### src/pkg/scan_pacer_defines.vh
// Constants shared by the analog input scan pacer design files.
// What this block does
// Route active channels through one mux to converter
// Static input picks eight differential or sixteen single-ended
// Results are left-justified offset binary, both polarities
// Digital outputs select the expansion channel
// Host keeps backplane channels single-ended
// Paced mode after reset; burst only by software
// Paced: one conversion per pacer pulse, advance
// Burst: each pacer pulse scans one to sixteen
// Burst conversions spaced by burst clock
// Burst clock programmable 3.94 kHz to 100 kHz
// Host keeps pacer below burst rate per channel
// Host limits conversion rate by gain
// Gain code selects amplification
// Internal pacer: two cascaded counters on timebase
// At most one conversion every 10 microseconds
// External source: convert on each rising edge
// External pacer stays below converter maximum
// Idle pacer pulses still pace other events
// Software source converts only on start requests
// Gate holds off pacer pulses until input high
// No overlapping conversion on early pulse
// Result comes with channel and valid strobe
`ifndef SCAN_PACER_DEFINES_VH
`define SCAN_PACER_DEFINES_VH

`define CLK_HZ         40000000
`define CLK_PER_US     40
`define CONV_TIME_NS   10000
`define CONV_CYC       ((`CONV_TIME_NS * `CLK_PER_US) / 1000)
`define BURST_MAX_HZ   100000
`define BURST_MIN_HZ   3940
`define BURST_DIV_MIN  (`CLK_HZ / `BURST_MAX_HZ)
`define BURST_DIV_MAX  (`CLK_HZ / `BURST_MIN_HZ)
`define TB_1MHZ_DIV    40
`define TB_10MHZ_DIV   4
`define TB_1MHZ_TOP    6'h27
`define TB_10MHZ_TOP   6'h03
`define CONV_LAST      16'h018f
`define BDIV_MIN       16'h0190
`define BDIV_MAX       16'h27a8

`define REG_CTRL       3'h0
`define REG_SCAN       3'h1
`define REG_PACER      3'h2
`define REG_BURST      3'h3
`define REG_START      3'h4
`define REG_STATUS     3'h5
`define REG_DATA       3'h6
`define REG_DOUT       3'h7

`define SRC_SW         2'h0
`define SRC_INT        2'h1
`define SRC_EXT        2'h2

`define CTRL_SRC_LO    0
`define CTRL_SRC_HI    1
`define CTRL_BURST     2
`define CTRL_GATE      3
`define CTRL_EN        4
`define CTRL_RST       32'h00000000
`define SCAN_FIRST_LO  0
`define SCAN_FIRST_HI  3
`define SCAN_LAST_LO   4
`define SCAN_LAST_HI   7
`define SCAN_GAIN_LO   8
`define SCAN_GAIN_HI   9
`define SCAN_RST       32'h00000000
`define PACER_RST      32'h00020002
`define BURST_RST      32'h00000190
`define DOUT_RST       32'h00000000

`endif

### src/rtl/analog_input_scan_pacer.v
// Scan sequencer with Wishbone registers for one sampling converter.
//
// The address map and register access over Wishbone are this design's own decisions.
`timescale 1ns/1ps
`include "scan_pacer_defines.vh"
module analog_input_scan_pacer (
    input  wire        clk_i,
    input  wire        rst_i,
    input  wire        cyc_i,
    input  wire        stb_i,
    input  wire        we_i,
    input  wire [4:2]  adr_i,
    input  wire [3:0]  sel_i,
    input  wire [31:0] dat_i,
    output reg  [31:0] dat_o,
    output reg         ack_o,
    input  wire        diff_mode_i,
    input  wire        tb_10mhz_i,
    input  wire        ext_pacer_gate_input_i,
    input  wire [11:0] adc_data_i,
    output reg         adc_convert_o,
    output reg  [3:0]  mux_chan_o,
    output reg  [1:0]  gain_o,
    output reg  [3:0]  exp_sel_o,
    output reg  [15:0] result_o,
    output reg  [3:0]  result_chan_o,
    output reg         result_valid_o,
    output reg         pacer_event_o
);
    localparam ST_IDLE = 3'b001;
    localparam ST_CONV = 3'b010;
    localparam ST_GAP  = 3'b100;

    reg  [31:0] ctrl;
    reg  [31:0] scan;
    reg  [31:0] pacer;
    reg  [31:0] burst;
    reg  [31:0] dout;
    reg  [2:0]  state;
    reg  [2:0]  next_state;
    reg  [3:0]  chan;
    reg  [3:0]  next_chan;
    reg  [15:0] conv_cnt;
    reg  [15:0] gap_cnt;
    reg         ext_d;
    reg         sw_start;
    reg         overrun;
    reg  [31:0] wdata;
    reg  [31:0] rdata;

    wire [14:0] pins_s;
    wire        diff_s;
    wire        tb_s;
    wire        ext_s;
    wire [11:0] adc_s;
    wire        pacer_tick;
    wire [1:0]  src;
    wire        burst_mode;
    wire        enabled;
    wire        gate_open;
    wire        int_trig;
    wire        ext_trig;
    wire        trig;
    wire        conv_end;
    wire        gap_end;
    wire [3:0]  first_ch;
    wire [3:0]  last_ch;
    wire [3:0]  ch_mask;
    wire        wr;
    wire        rd;
    wire [31:0] wmask;
    wire [15:0] bdiv_req;
    wire [15:0] bdiv;

    // Every front-end pin passes two flip-flops before any logic looks at it.
    sync2 #(
        .W (15)
    ) u_sync (
        .clk_i (clk_i),
        .rst_i (rst_i),
        .d_i   ({diff_mode_i, tb_10mhz_i, ext_pacer_gate_input_i,
                 adc_data_i}),
        .q_o   (pins_s)
    );

    assign diff_s = pins_s[14];
    assign tb_s   = pins_s[13];
    assign ext_s  = pins_s[12];
    assign adc_s  = pins_s[11:0];

    pacer_counters u_pacer (
        .clk_i      (clk_i),
        .rst_i      (rst_i),
        .tb_10mhz_i (tb_s),
        .div1_i     (pacer[15:0]),
        .div2_i     (pacer[31:16]),
        .tick_o     (pacer_tick)
    );

    assign src        = ctrl[`CTRL_SRC_HI:`CTRL_SRC_LO];
    assign burst_mode = ctrl[`CTRL_BURST];
    assign enabled    = ctrl[`CTRL_EN];
    assign first_ch   = scan[`SCAN_FIRST_HI:`SCAN_FIRST_LO];
    assign last_ch    = scan[`SCAN_LAST_HI:`SCAN_LAST_LO];

    // Differential wiring has only eight inputs, so bit 3 is forced low.
    assign ch_mask = diff_s ? 4'h7 : 4'hf;

    // The gate shares the pacer pin and only holds off internal pulses.
    assign gate_open = !ctrl[`CTRL_GATE] || ext_s;
    assign int_trig  = enabled && (src == `SRC_INT) && pacer_tick
                       && gate_open;
    assign ext_trig  = enabled && (src == `SRC_EXT)
                       && ext_s && !ext_d;
    assign trig      = int_trig || ext_trig ||
                       (sw_start && (src == `SRC_SW));

    assign conv_end = (state == ST_CONV) &&
                      (conv_cnt == `CONV_LAST);
    assign gap_end  = (gap_cnt >= bdiv - 16'h0001);

    // Burst spacing stays inside 3.94 kHz .. 100 kHz whatever is written.
    assign bdiv_req = burst[15:0];
    assign bdiv = (bdiv_req < `BDIV_MIN) ? `BDIV_MIN :
                  (bdiv_req > `BDIV_MAX) ? `BDIV_MAX :
                  bdiv_req;

    // Writes land on the edge where the master sees ack.
    assign wr    = cyc_i && stb_i && we_i && ack_o;
    assign rd    = cyc_i && stb_i && !ack_o;
    assign wmask = {{8{sel_i[3]}}, {8{sel_i[2]}},
                    {8{sel_i[1]}}, {8{sel_i[0]}}};

    always @* begin
        next_state = state;
        next_chan  = chan;
        case (state)
            ST_IDLE: begin
                if (trig) begin
                    next_state = ST_CONV;
                    if (burst_mode)
                        next_chan = first_ch & ch_mask;
                end
            end
            ST_CONV: begin
                if (conv_end) begin
                    if (burst_mode && chan != (last_ch & ch_mask)) begin
                        next_state = ST_GAP;
                        next_chan  = (chan + 4'h1) & ch_mask;
                    end else begin
                        next_state = ST_IDLE;
                        if (chan == (last_ch & ch_mask))
                            next_chan = first_ch & ch_mask;
                        else
                            next_chan = (chan + 4'h1) & ch_mask;
                    end
                end
            end
            ST_GAP: begin
                if (gap_end)
                    next_state = ST_CONV;
            end
            default: begin
                next_state = ST_IDLE;
            end
        endcase
    end

    always @* begin
        case (adr_i)
            `REG_CTRL:   rdata = ctrl;
            `REG_SCAN:   rdata = scan;
            `REG_PACER:  rdata = pacer;
            `REG_BURST:  rdata = {16'h0000, bdiv};
            `REG_STATUS: rdata = {24'h000000, overrun, state != ST_IDLE,
                                  diff_s, tb_s, chan};
            `REG_DATA:   rdata = {12'h000, result_chan_o, result_o};
            `REG_DOUT:   rdata = dout;
            default:     rdata = 32'h00000000;
        endcase
    end

    always @(posedge clk_i) begin
        if (rst_i) begin
            ack_o <= 1'b0;
            dat_o <= 32'h00000000;
        end else begin
            ack_o <= cyc_i && stb_i && !ack_o;
            if (rd)
                dat_o <= we_i ? 32'h00000000 : rdata;
        end
    end

    always @(posedge clk_i) begin
        if (rst_i) begin
            ctrl     <= `CTRL_RST;
            scan     <= `SCAN_RST;
            pacer    <= `PACER_RST;
            burst    <= `BURST_RST;
            dout     <= `DOUT_RST;
            sw_start <= 1'b0;
        end else begin
            sw_start <= 1'b0;
            if (wr) begin
                case (adr_i)
                    `REG_CTRL:  ctrl  <= (ctrl & ~wmask) | (dat_i & wmask);
                    `REG_SCAN:  scan  <= (scan & ~wmask) | (dat_i & wmask);
                    `REG_PACER: pacer <= (pacer & ~wmask) | (dat_i & wmask);
                    `REG_BURST: burst <= (burst & ~wmask) | (dat_i & wmask);
                    `REG_DOUT:  dout  <= (dout & ~wmask) | (dat_i & wmask);
                    `REG_START: sw_start <= 1'b1;
                    default:    sw_start <= 1'b0;
                endcase
            end
        end
    end

    always @(posedge clk_i) begin
        if (rst_i) begin
            state    <= ST_IDLE;
            chan     <= 4'h0;
            conv_cnt <= 16'h0000;
            gap_cnt  <= 16'h0000;
            ext_d    <= 1'b0;
            overrun  <= 1'b0;
        end else begin
            state <= next_state;
            chan  <= next_chan;
            ext_d <= ext_s;
            // Set wins over the clear so an overrun is never lost.
            if (trig && state != ST_IDLE)
                overrun <= 1'b1;
            else if (wr && adr_i == `REG_STATUS)
                overrun <= 1'b0;
            if (state == ST_CONV)
                conv_cnt <= conv_end ? 16'h0000 : conv_cnt + 16'h0001;
            else
                conv_cnt <= 16'h0000;
            // Spacing runs from each conversion start.
            if (next_state == ST_CONV && state != ST_CONV)
                gap_cnt <= 16'h0000;
            else if (!gap_end)
                gap_cnt <= gap_cnt + 16'h0001;
        end
    end

    always @(posedge clk_i) begin
        if (rst_i) begin
            adc_convert_o  <= 1'b0;
            mux_chan_o     <= 4'h0;
            gain_o         <= 2'h0;
            exp_sel_o      <= 4'h0;
            result_o       <= 16'h0000;
            result_chan_o  <= 4'h0;
            result_valid_o <= 1'b0;
            pacer_event_o  <= 1'b0;
        end else begin
            adc_convert_o <= (next_state == ST_CONV);
            mux_chan_o    <= next_chan & ch_mask;
            gain_o        <= scan[`SCAN_GAIN_HI:`SCAN_GAIN_LO];
            exp_sel_o     <= dout[3:0];
            result_valid_o <= conv_end;
            if (conv_end) begin
                result_o      <= {adc_s, 4'h0};
                result_chan_o <= chan;
            end
            pacer_event_o <= pacer_tick &&
                             !(enabled && src == `SRC_INT);
        end
    end
endmodule

### src/rtl/pacer_counters.v
// Internal pacer: timebase prescaler and two cascaded down counters.
`timescale 1ns/1ps
`include "scan_pacer_defines.vh"
module pacer_counters (
    input  wire        clk_i,
    input  wire        rst_i,
    input  wire        tb_10mhz_i,
    input  wire [15:0] div1_i,
    input  wire [15:0] div2_i,
    output reg         tick_o
);
    reg  [5:0]  pre;
    reg  [15:0] cnt1;
    reg  [15:0] cnt2;
    wire [5:0]  pre_top;
    wire [15:0] top1;
    wire [15:0] top2;
    wire        tb_tick;
    wire        c1_tick;

    // A divisor below two would stall the cascade, so it is raised to two.
    assign pre_top = tb_10mhz_i ? `TB_10MHZ_TOP : `TB_1MHZ_TOP;
    assign top1    = (div1_i < 16'h0002) ? 16'h0001 : div1_i - 16'h0001;
    assign top2    = (div2_i < 16'h0002) ? 16'h0001 : div2_i - 16'h0001;
    assign tb_tick = (pre == 6'h00);
    assign c1_tick = tb_tick && (cnt1 == 16'h0000);

    always @(posedge clk_i) begin
        if (rst_i) begin
            pre    <= 6'h00;
            cnt1   <= 16'h0000;
            cnt2   <= 16'h0000;
            tick_o <= 1'b0;
        end else begin
            pre    <= tb_tick ? pre_top : pre - 6'h01;
            tick_o <= 1'b0;
            if (tb_tick)
                cnt1 <= (cnt1 == 16'h0000) ? top1 : cnt1 - 16'h0001;
            if (c1_tick) begin
                cnt2 <= (cnt2 == 16'h0000) ? top2 : cnt2 - 16'h0001;
                tick_o <= (cnt2 == 16'h0000);
            end
        end
    end
endmodule

### src/rtl/sync2.v
// Two flip-flop synchroniser for pins from outside the clock domain.
`timescale 1ns/1ps
module sync2 #(
    parameter W = 1
) (
    input  wire         clk_i,
    input  wire         rst_i,
    input  wire [W-1:0] d_i,
    output reg  [W-1:0] q_o
);
    reg [W-1:0] meta;

    always @(posedge clk_i) begin
        if (rst_i) begin
            meta <= {W{1'b0}};
            q_o  <= {W{1'b0}};
        end else begin
            meta <= d_i;
            q_o  <= meta;
        end
    end
endmodule

### config.mk
export PLATFORM = sky130hd
export DESIGN_NAME = analog_input_scan_pacer
export DESIGN_NICKNAME = d
export VERILOG_FILES = /design/src/rtl/analog_input_scan_pacer.v /design/src/rtl/pacer_counters.v /design/src/rtl/sync2.v
export VERILOG_INCLUDE_DIRS = /design/src /design/src/pkg
export SDC_FILE = /design/constraint.sdc
export NUM_CORES = 1
export LEC_CHECK = 0
export ABC_CLOCK_PERIOD_IN_PS = 6300
export BUFFER_PORTS_ARGS = -buffer_cell sky130_fd_sc_hd__clkbuf_2
export CORE_MARGIN = 1
export CORE_UTILIZATION = 50
export DETAILED_ROUTE_END_ITERATION = 10
export PLACE_DENSITY = 0.77
export SLEW_MARGIN = 20
export SYNTH_ARGS = -nofsm -noshare
export SYNTH_HDL_FRONTEND = slang
export SYNTH_SLANG_ARGS = --single-unit
export TNS_END_PERCENT = 50
### constraint.sdc
create_clock -name clk_i -period 6.3 [get_ports clk_i]
set_input_delay 0.63 -clock clk_i [delete_from_list [all_inputs] [get_ports clk_i]]
set_output_delay 0.63 -clock clk_i [all_outputs]
set_load 0.02 [all_outputs]
# ---- After elaboration in Yosys (flattened, before gate mapping)
# Index checks and enable logic that the tools add are counted.
dict set report totals {
  reg_bits 333
  output_inout_bits 66
}
dict set report classes {
  addsub 9
  order_cmp 5
  eq_ne 18
  n_mux 25
  bitwise 19
  n_reduce_logical 40
}
# cell n
set ops {}
lappend ops {{$pmux 32 s7} 1}
lappend ops {{$and 32x32->32} 6}
lappend ops {{$or 32x32->32} 5}
lappend ops {{$mux 16} 6}
lappend ops {{$sub 16x1->16 const B} 5}
lappend ops {{$add 16x1->16 const B} 2}
lappend ops {{$logic_not 16->1} 2}
lappend ops {{$lt 16x2->1 const B} 2}
lappend ops {{$mux 32} 1}
lappend ops {{$not 32->32} 1}
lappend ops {{$mux 4} 6}
lappend ops {{$logic_and 1x1->1} 18}
lappend ops {{$and 4x4->4} 4}
lappend ops {{$eq 16x9->1 const B} 1}
lappend ops {{$ge 16x16->1} 1}
lappend ops {{$gt 16x14->1 const B} 1}
lappend ops {{$lt 16x9->1 const B} 1}
lappend ops {{$eq 3x3->1 const B} 5}
lappend ops {{$eq 3x2->1 const B} 4}
lappend ops {{$mux 3} 4}
lappend ops {{$mux 6} 2}
lappend ops {{$reduce_and 2->1} 5}
lappend ops {{$pmux 3 s3} 1}
lappend ops {{$pmux 4 s2} 1}
lappend ops {{other kinds (19)} 31}

# ---- Longest topological paths before layout
dict set report depth {
  word_depth 11
  ltp_mapped 24
}

# ---- Cells and area by module
# Synthesis repeated with hierarchy kept, for this count alone.
dict set report hier_totals {
  hier_cells 1871
  area_unflattened_um2 15100.7
}
# mod instances cells_per_inst area_per_inst_um2 seq_area_each_um2
set by_module_without_submodules {}
lappend by_module_without_submodules {analog_input_scan_pacer 1 1430 11262.1 4904.7}
lappend by_module_without_submodules {pacer_counters 1 378 2956.6 780.7}
lappend by_module_without_submodules {sync2 1 63 882.1 600.6}

# ---- Worst setup path after synthesis
# Ideal clock, no wire load.
dict set report synth_path {
  path_type {reg2reg}
  start {register with a tool-made name}
  end {register gap_cnt[10]}
  setup_time_ns 0.070
  arrival_time_ns 4.698
  t_required_ns 6.230
  slack_ns 1.532
  path_stages_with_launch 23
  path_cell_list {dfxtp_1 > or4_1 > nor2_1 > o21ai_0 > buf_2 > and2_1 > nand2_1 > ha_1 > or4b_1 > nand2b_1 > nor2_1 > nand3_1 > xnor2_1 > nand2_1 > ha_1 > nand4_1 > nor2_1 > a311oi_2 > a31oi_1 > or2_2 > clkbuf_1 > buf_2 > a21oi_1}
}
# element line
set synth_rtl {}
lappend synth_rtl {{end signal, assigned} analog_input_scan_pacer.v:243} ;# gap_cnt <= gap_cnt + 16'h0001;
lappend synth_rtl {{end, declared} analog_input_scan_pacer.v:44} ;# reg [15:0] gap_cnt;

==> results_dict.tcl <==
set metrics [dict create \
    status "finished clean" \
    synth-simple-area-share_pct 26.3 \
    min-delay-start "adc_data_i[5]" \
    dr.pass1.iters 7 \
    clock-sinks 314 \
    crit_path_cell_trace "nand2_1 -> nor4_1 -> a21oi_1 -> a41o_1 -> and2_1 -> nand2_1 -> ha_1 -> or4b_1 -> nand2b_1 -> nor2_1 -> nand3_1 -> xnor2_1 -> nand2_1 -> ha_1 -> nand4_1 -> nor2_1 -> a311oi_2 -> nand4_1 -> or4_1 -> a21oi_1" \
    yosysWarnings 0 \
    p_leak_uw 0.00585 \
    critPathMaxFanout 13 \
    report.final.slew_viol_count 0 \
    htree_num_levels 2 \
    cts_root_buf "clkbuf_16" \
    min_path_cells 2 \
    min_path_type "in -> reg" \
    cp.required_ns 6.73 \
    finClkSkew_ns 0.0296 \
    die_h_um 174 \
    drv_cap 0 \
    critPathBufInv 0 \
    antenna_left 0 \
    whs_endpoint "u_sync.meta[5]$_SDFF_PP0_" \
    antenna_found_initial 0 \
    synth_compound_area_share_pct 18.6 \
    crit_top_cell "nand2_1" \
    critPathKind "reg -> reg" \
    worstSetupEndpointType "flip-flop" \
    worst_pin_slew_ns 1.01 \
    placementRows 62 \
    final-hold-violation-count 0 \
    drc 0 \
    post_cts_buffers 0 \
    maxSlewHeadroom_pct 32.7 \
    fin_crit_ns 5.53 \
    synthMuxAreaShare_pct 2.31 \
    cts_tree "yes" \
    ctsResizeCount 0 \
    grt_overflow 0 \
    syn_area_mm2 0.0149 \
    setup-violations-final 0 \
    worstSkewPairLatency_ns 0.52 \
    grt_pass1_wl_um 66400 \
    ys_ff_latch 314 \
    path_clk_slew_ns 0.06 \
    wl_um 41900 \
    n_antenna_cell 0 \
    reg2reg_depth 20 \
    cpMaxStageDelayCell "or4_1" \
    fmax_mhz 181 \
    hold_ws_ns 0.320 \
    finish.instance_area_mm2 0.0166 \
    rrSetupSlack_ns 0.77 \
    viasPerCell 6.09 \
    areaGrowthSynthToFinish_pct 11.8 \
    fillers 2661 \
    cp.arrival_ns 5.97 \
    cpLargestDelayFamily "simple AND/OR/NAND/NOR gates" \
    drt_iter0_markers 1546 \
    ir_worst_vdd_mv 0.341 \
    core-area_mm2 0.0290 \
    numCtsBuffers 34 \
    drive_gt1_share_pct 11.7 \
    grt_max_degree 195 \
    grt_pass1_vias 12700 \
    die_area_mm2 0.0304 \
    rsz0062_at_grt "false" \
    die_w_um 174 \
    vias 14100 \
    nNetsFinal 1991 \
    hold_buffers 0 \
    synthFlopType "dfxtp_1" \
    r2r_end "gap_cnt[10]$_SDFFE_PP0N_" \
    avgSynthCellArea_um2 8.00 \
    wl_per_cell_um 18.2 \
    grt_usage_pct 26.8 \
    synthXorXnorAreaFrac_pct 3.59 \
    synth_cells 1858 \
    synth_top_family_by_area "simple AND/OR/NAND/NOR gates" \
    top_level_ports 125 \
    synthArstFlopShare_pct 0 \
    p_per_area_mw_per_mm2 353 \
    synthAdderAreaFrac_pct 2.36 \
    port_buffers 120 \
    period_share_pct 87.8 \
    start_util_pct 51.2 \
    timing.setup.tns_ns 0 \
    place_hpwl_um 28600 \
    postPlaceCellArea_mm2 0.0156 \
    synth_cell_types 81 \
    globalplace.congestion 0.928 \
    clockBufferDepth 3 \
    cp-start-kind "flip-flop" \
    yosysSeqAreaShare_pct 42.3 \
    synth_edf_count 0 \
    cpPeakStageDelay_ns 0.55 \
]
worst max-delay path by stage:
stage | from | endpoint | slack, ns | cells after the start
6_report | flip-flop | gap_cnt[10]$_SDFFE_PP0N_ | 0.77 | 20
3_5_place_dp | flip-flop | gap_cnt[10]$_SDFFE_PP0N_ | 0.94 | 20
2_1_floorplan | flip-flop | gap_cnt[10]$_SDFFE_PP0N_ | 1.53 | 22
3_3_place_gp | flip-flop | gap_cnt[10]$_SDFFE_PP0N_ | 1.15 | 20
4_1_cts | flip-flop | gap_cnt[10]$_SDFFE_PP0N_ | 0.91 | 20
5_1_grt | flip-flop | gap_cnt[12]$_SDFFE_PP0N_ | 0.32 | 20
layout make-up:
class	instances	area [um^2]	area share [%]
Multi-Input combinational cell	1387	7960	47.9
Sequential cell	314	6290	37.8
Clock buffer	49	968	5.83
Timing Repair Buffer	135	734	4.42
Tap cell	384	480	2.89
Inverter	32	120	0.723
Clock inverter	7	63.8	0.384
Yosys cell counts (9+ instances only):
library cell  number  area (um^2)
o21ai_0           45          225
buf_2             22          110
xor2_1            27          236
mux2_2            11          124
inv_1             31          116
nor2b_1           41          257
a211oi_1          14          105
a31oi_1            9         56.3
nand3_1          187          936
or3_1             14         87.6
nand2_1          266          998
nor4_1            24          150
clkbuf_1          89          334
a22oi_1           45          338
nor3_1            30          150
xnor2_1           34          298
ha_1              28          350
buf_4              9         67.6
dfxtp_1          314         6290
mux2i_1           22          220
nor3b_1            9         67.6
nand4_1           20          125
nor2_1           125          469
a21oi_1          272         1360
metrics by stage:
step / std cells / worst slack, ns / utilization [%] / power [uW]
after floorplan: 1862 / 1.53 / - / 3620
after global placement: 2252 / 1.15 / 53.7 / 3930
after detailed placement: 2252 / 0.936 / 53.7 / 3960
after CTS: 2308 / 0.906 / 57.2 / 5840
after global routing: 2308 / 0.317 / 57.3 / 6150
final: 2308 / 0.768 / 57.3 / 5860
placed cells by master (no fill, tap or decap), drive strengths merged, types with 5 or more instances in the layout:
cell    netlist  routed
inv          31      32
nor2        126     126
a221oi        6       6
or2           5       5
nor2b        41      41
nor4         29      29
nor3b        12      12
ha           28      28
or4          10      10
clkbuf       89     169
a21oi       272     272
a32oi         5       5
a22oi        45      45
nand2       267     267
o211ai        8       8
nand3       188     188
o22ai         7       7
xor2         27      27
clkinv        1       6
and3          8       8
xnor2        34      34
o31ai         7       7
buf          40      15
conb          2       6
nand3b        6       6
or3          14      14
dfxtp       314     314
nand2b        8       8
mux2i        22      22
a31oi         9       9
o221ai        7       7
a211oi       15      15
o21ai        49      49
nor3         34      34
mux2         11      11
nand4        20      20
where the power goes:
group	internal (uW)	switching, uW	leakage [uW]	total [uW]
registers	2090	108	0.00254	2200
clock network	1100	782	0.000510	1890
logic	589	1190	0.00280	1780
metal layers:
layer	up-vias	wire length [um]	GRT usage, %
li1	6717	-	-
met1	6596	18400	37.1
met2	642	18400	41.0
met3	101	3730	5.23
met4	0	1420	10.2
met5	-	0	0
kinds of logic after synthesis:
group | after synthesis
other cells | 2
buf+inv | 161
compound gates | 468
fa+ha+maj | 28
mux | 33
simple gates | 791
flops | 314
xor+xnor | 61
(Power assumes the default switching activity.)
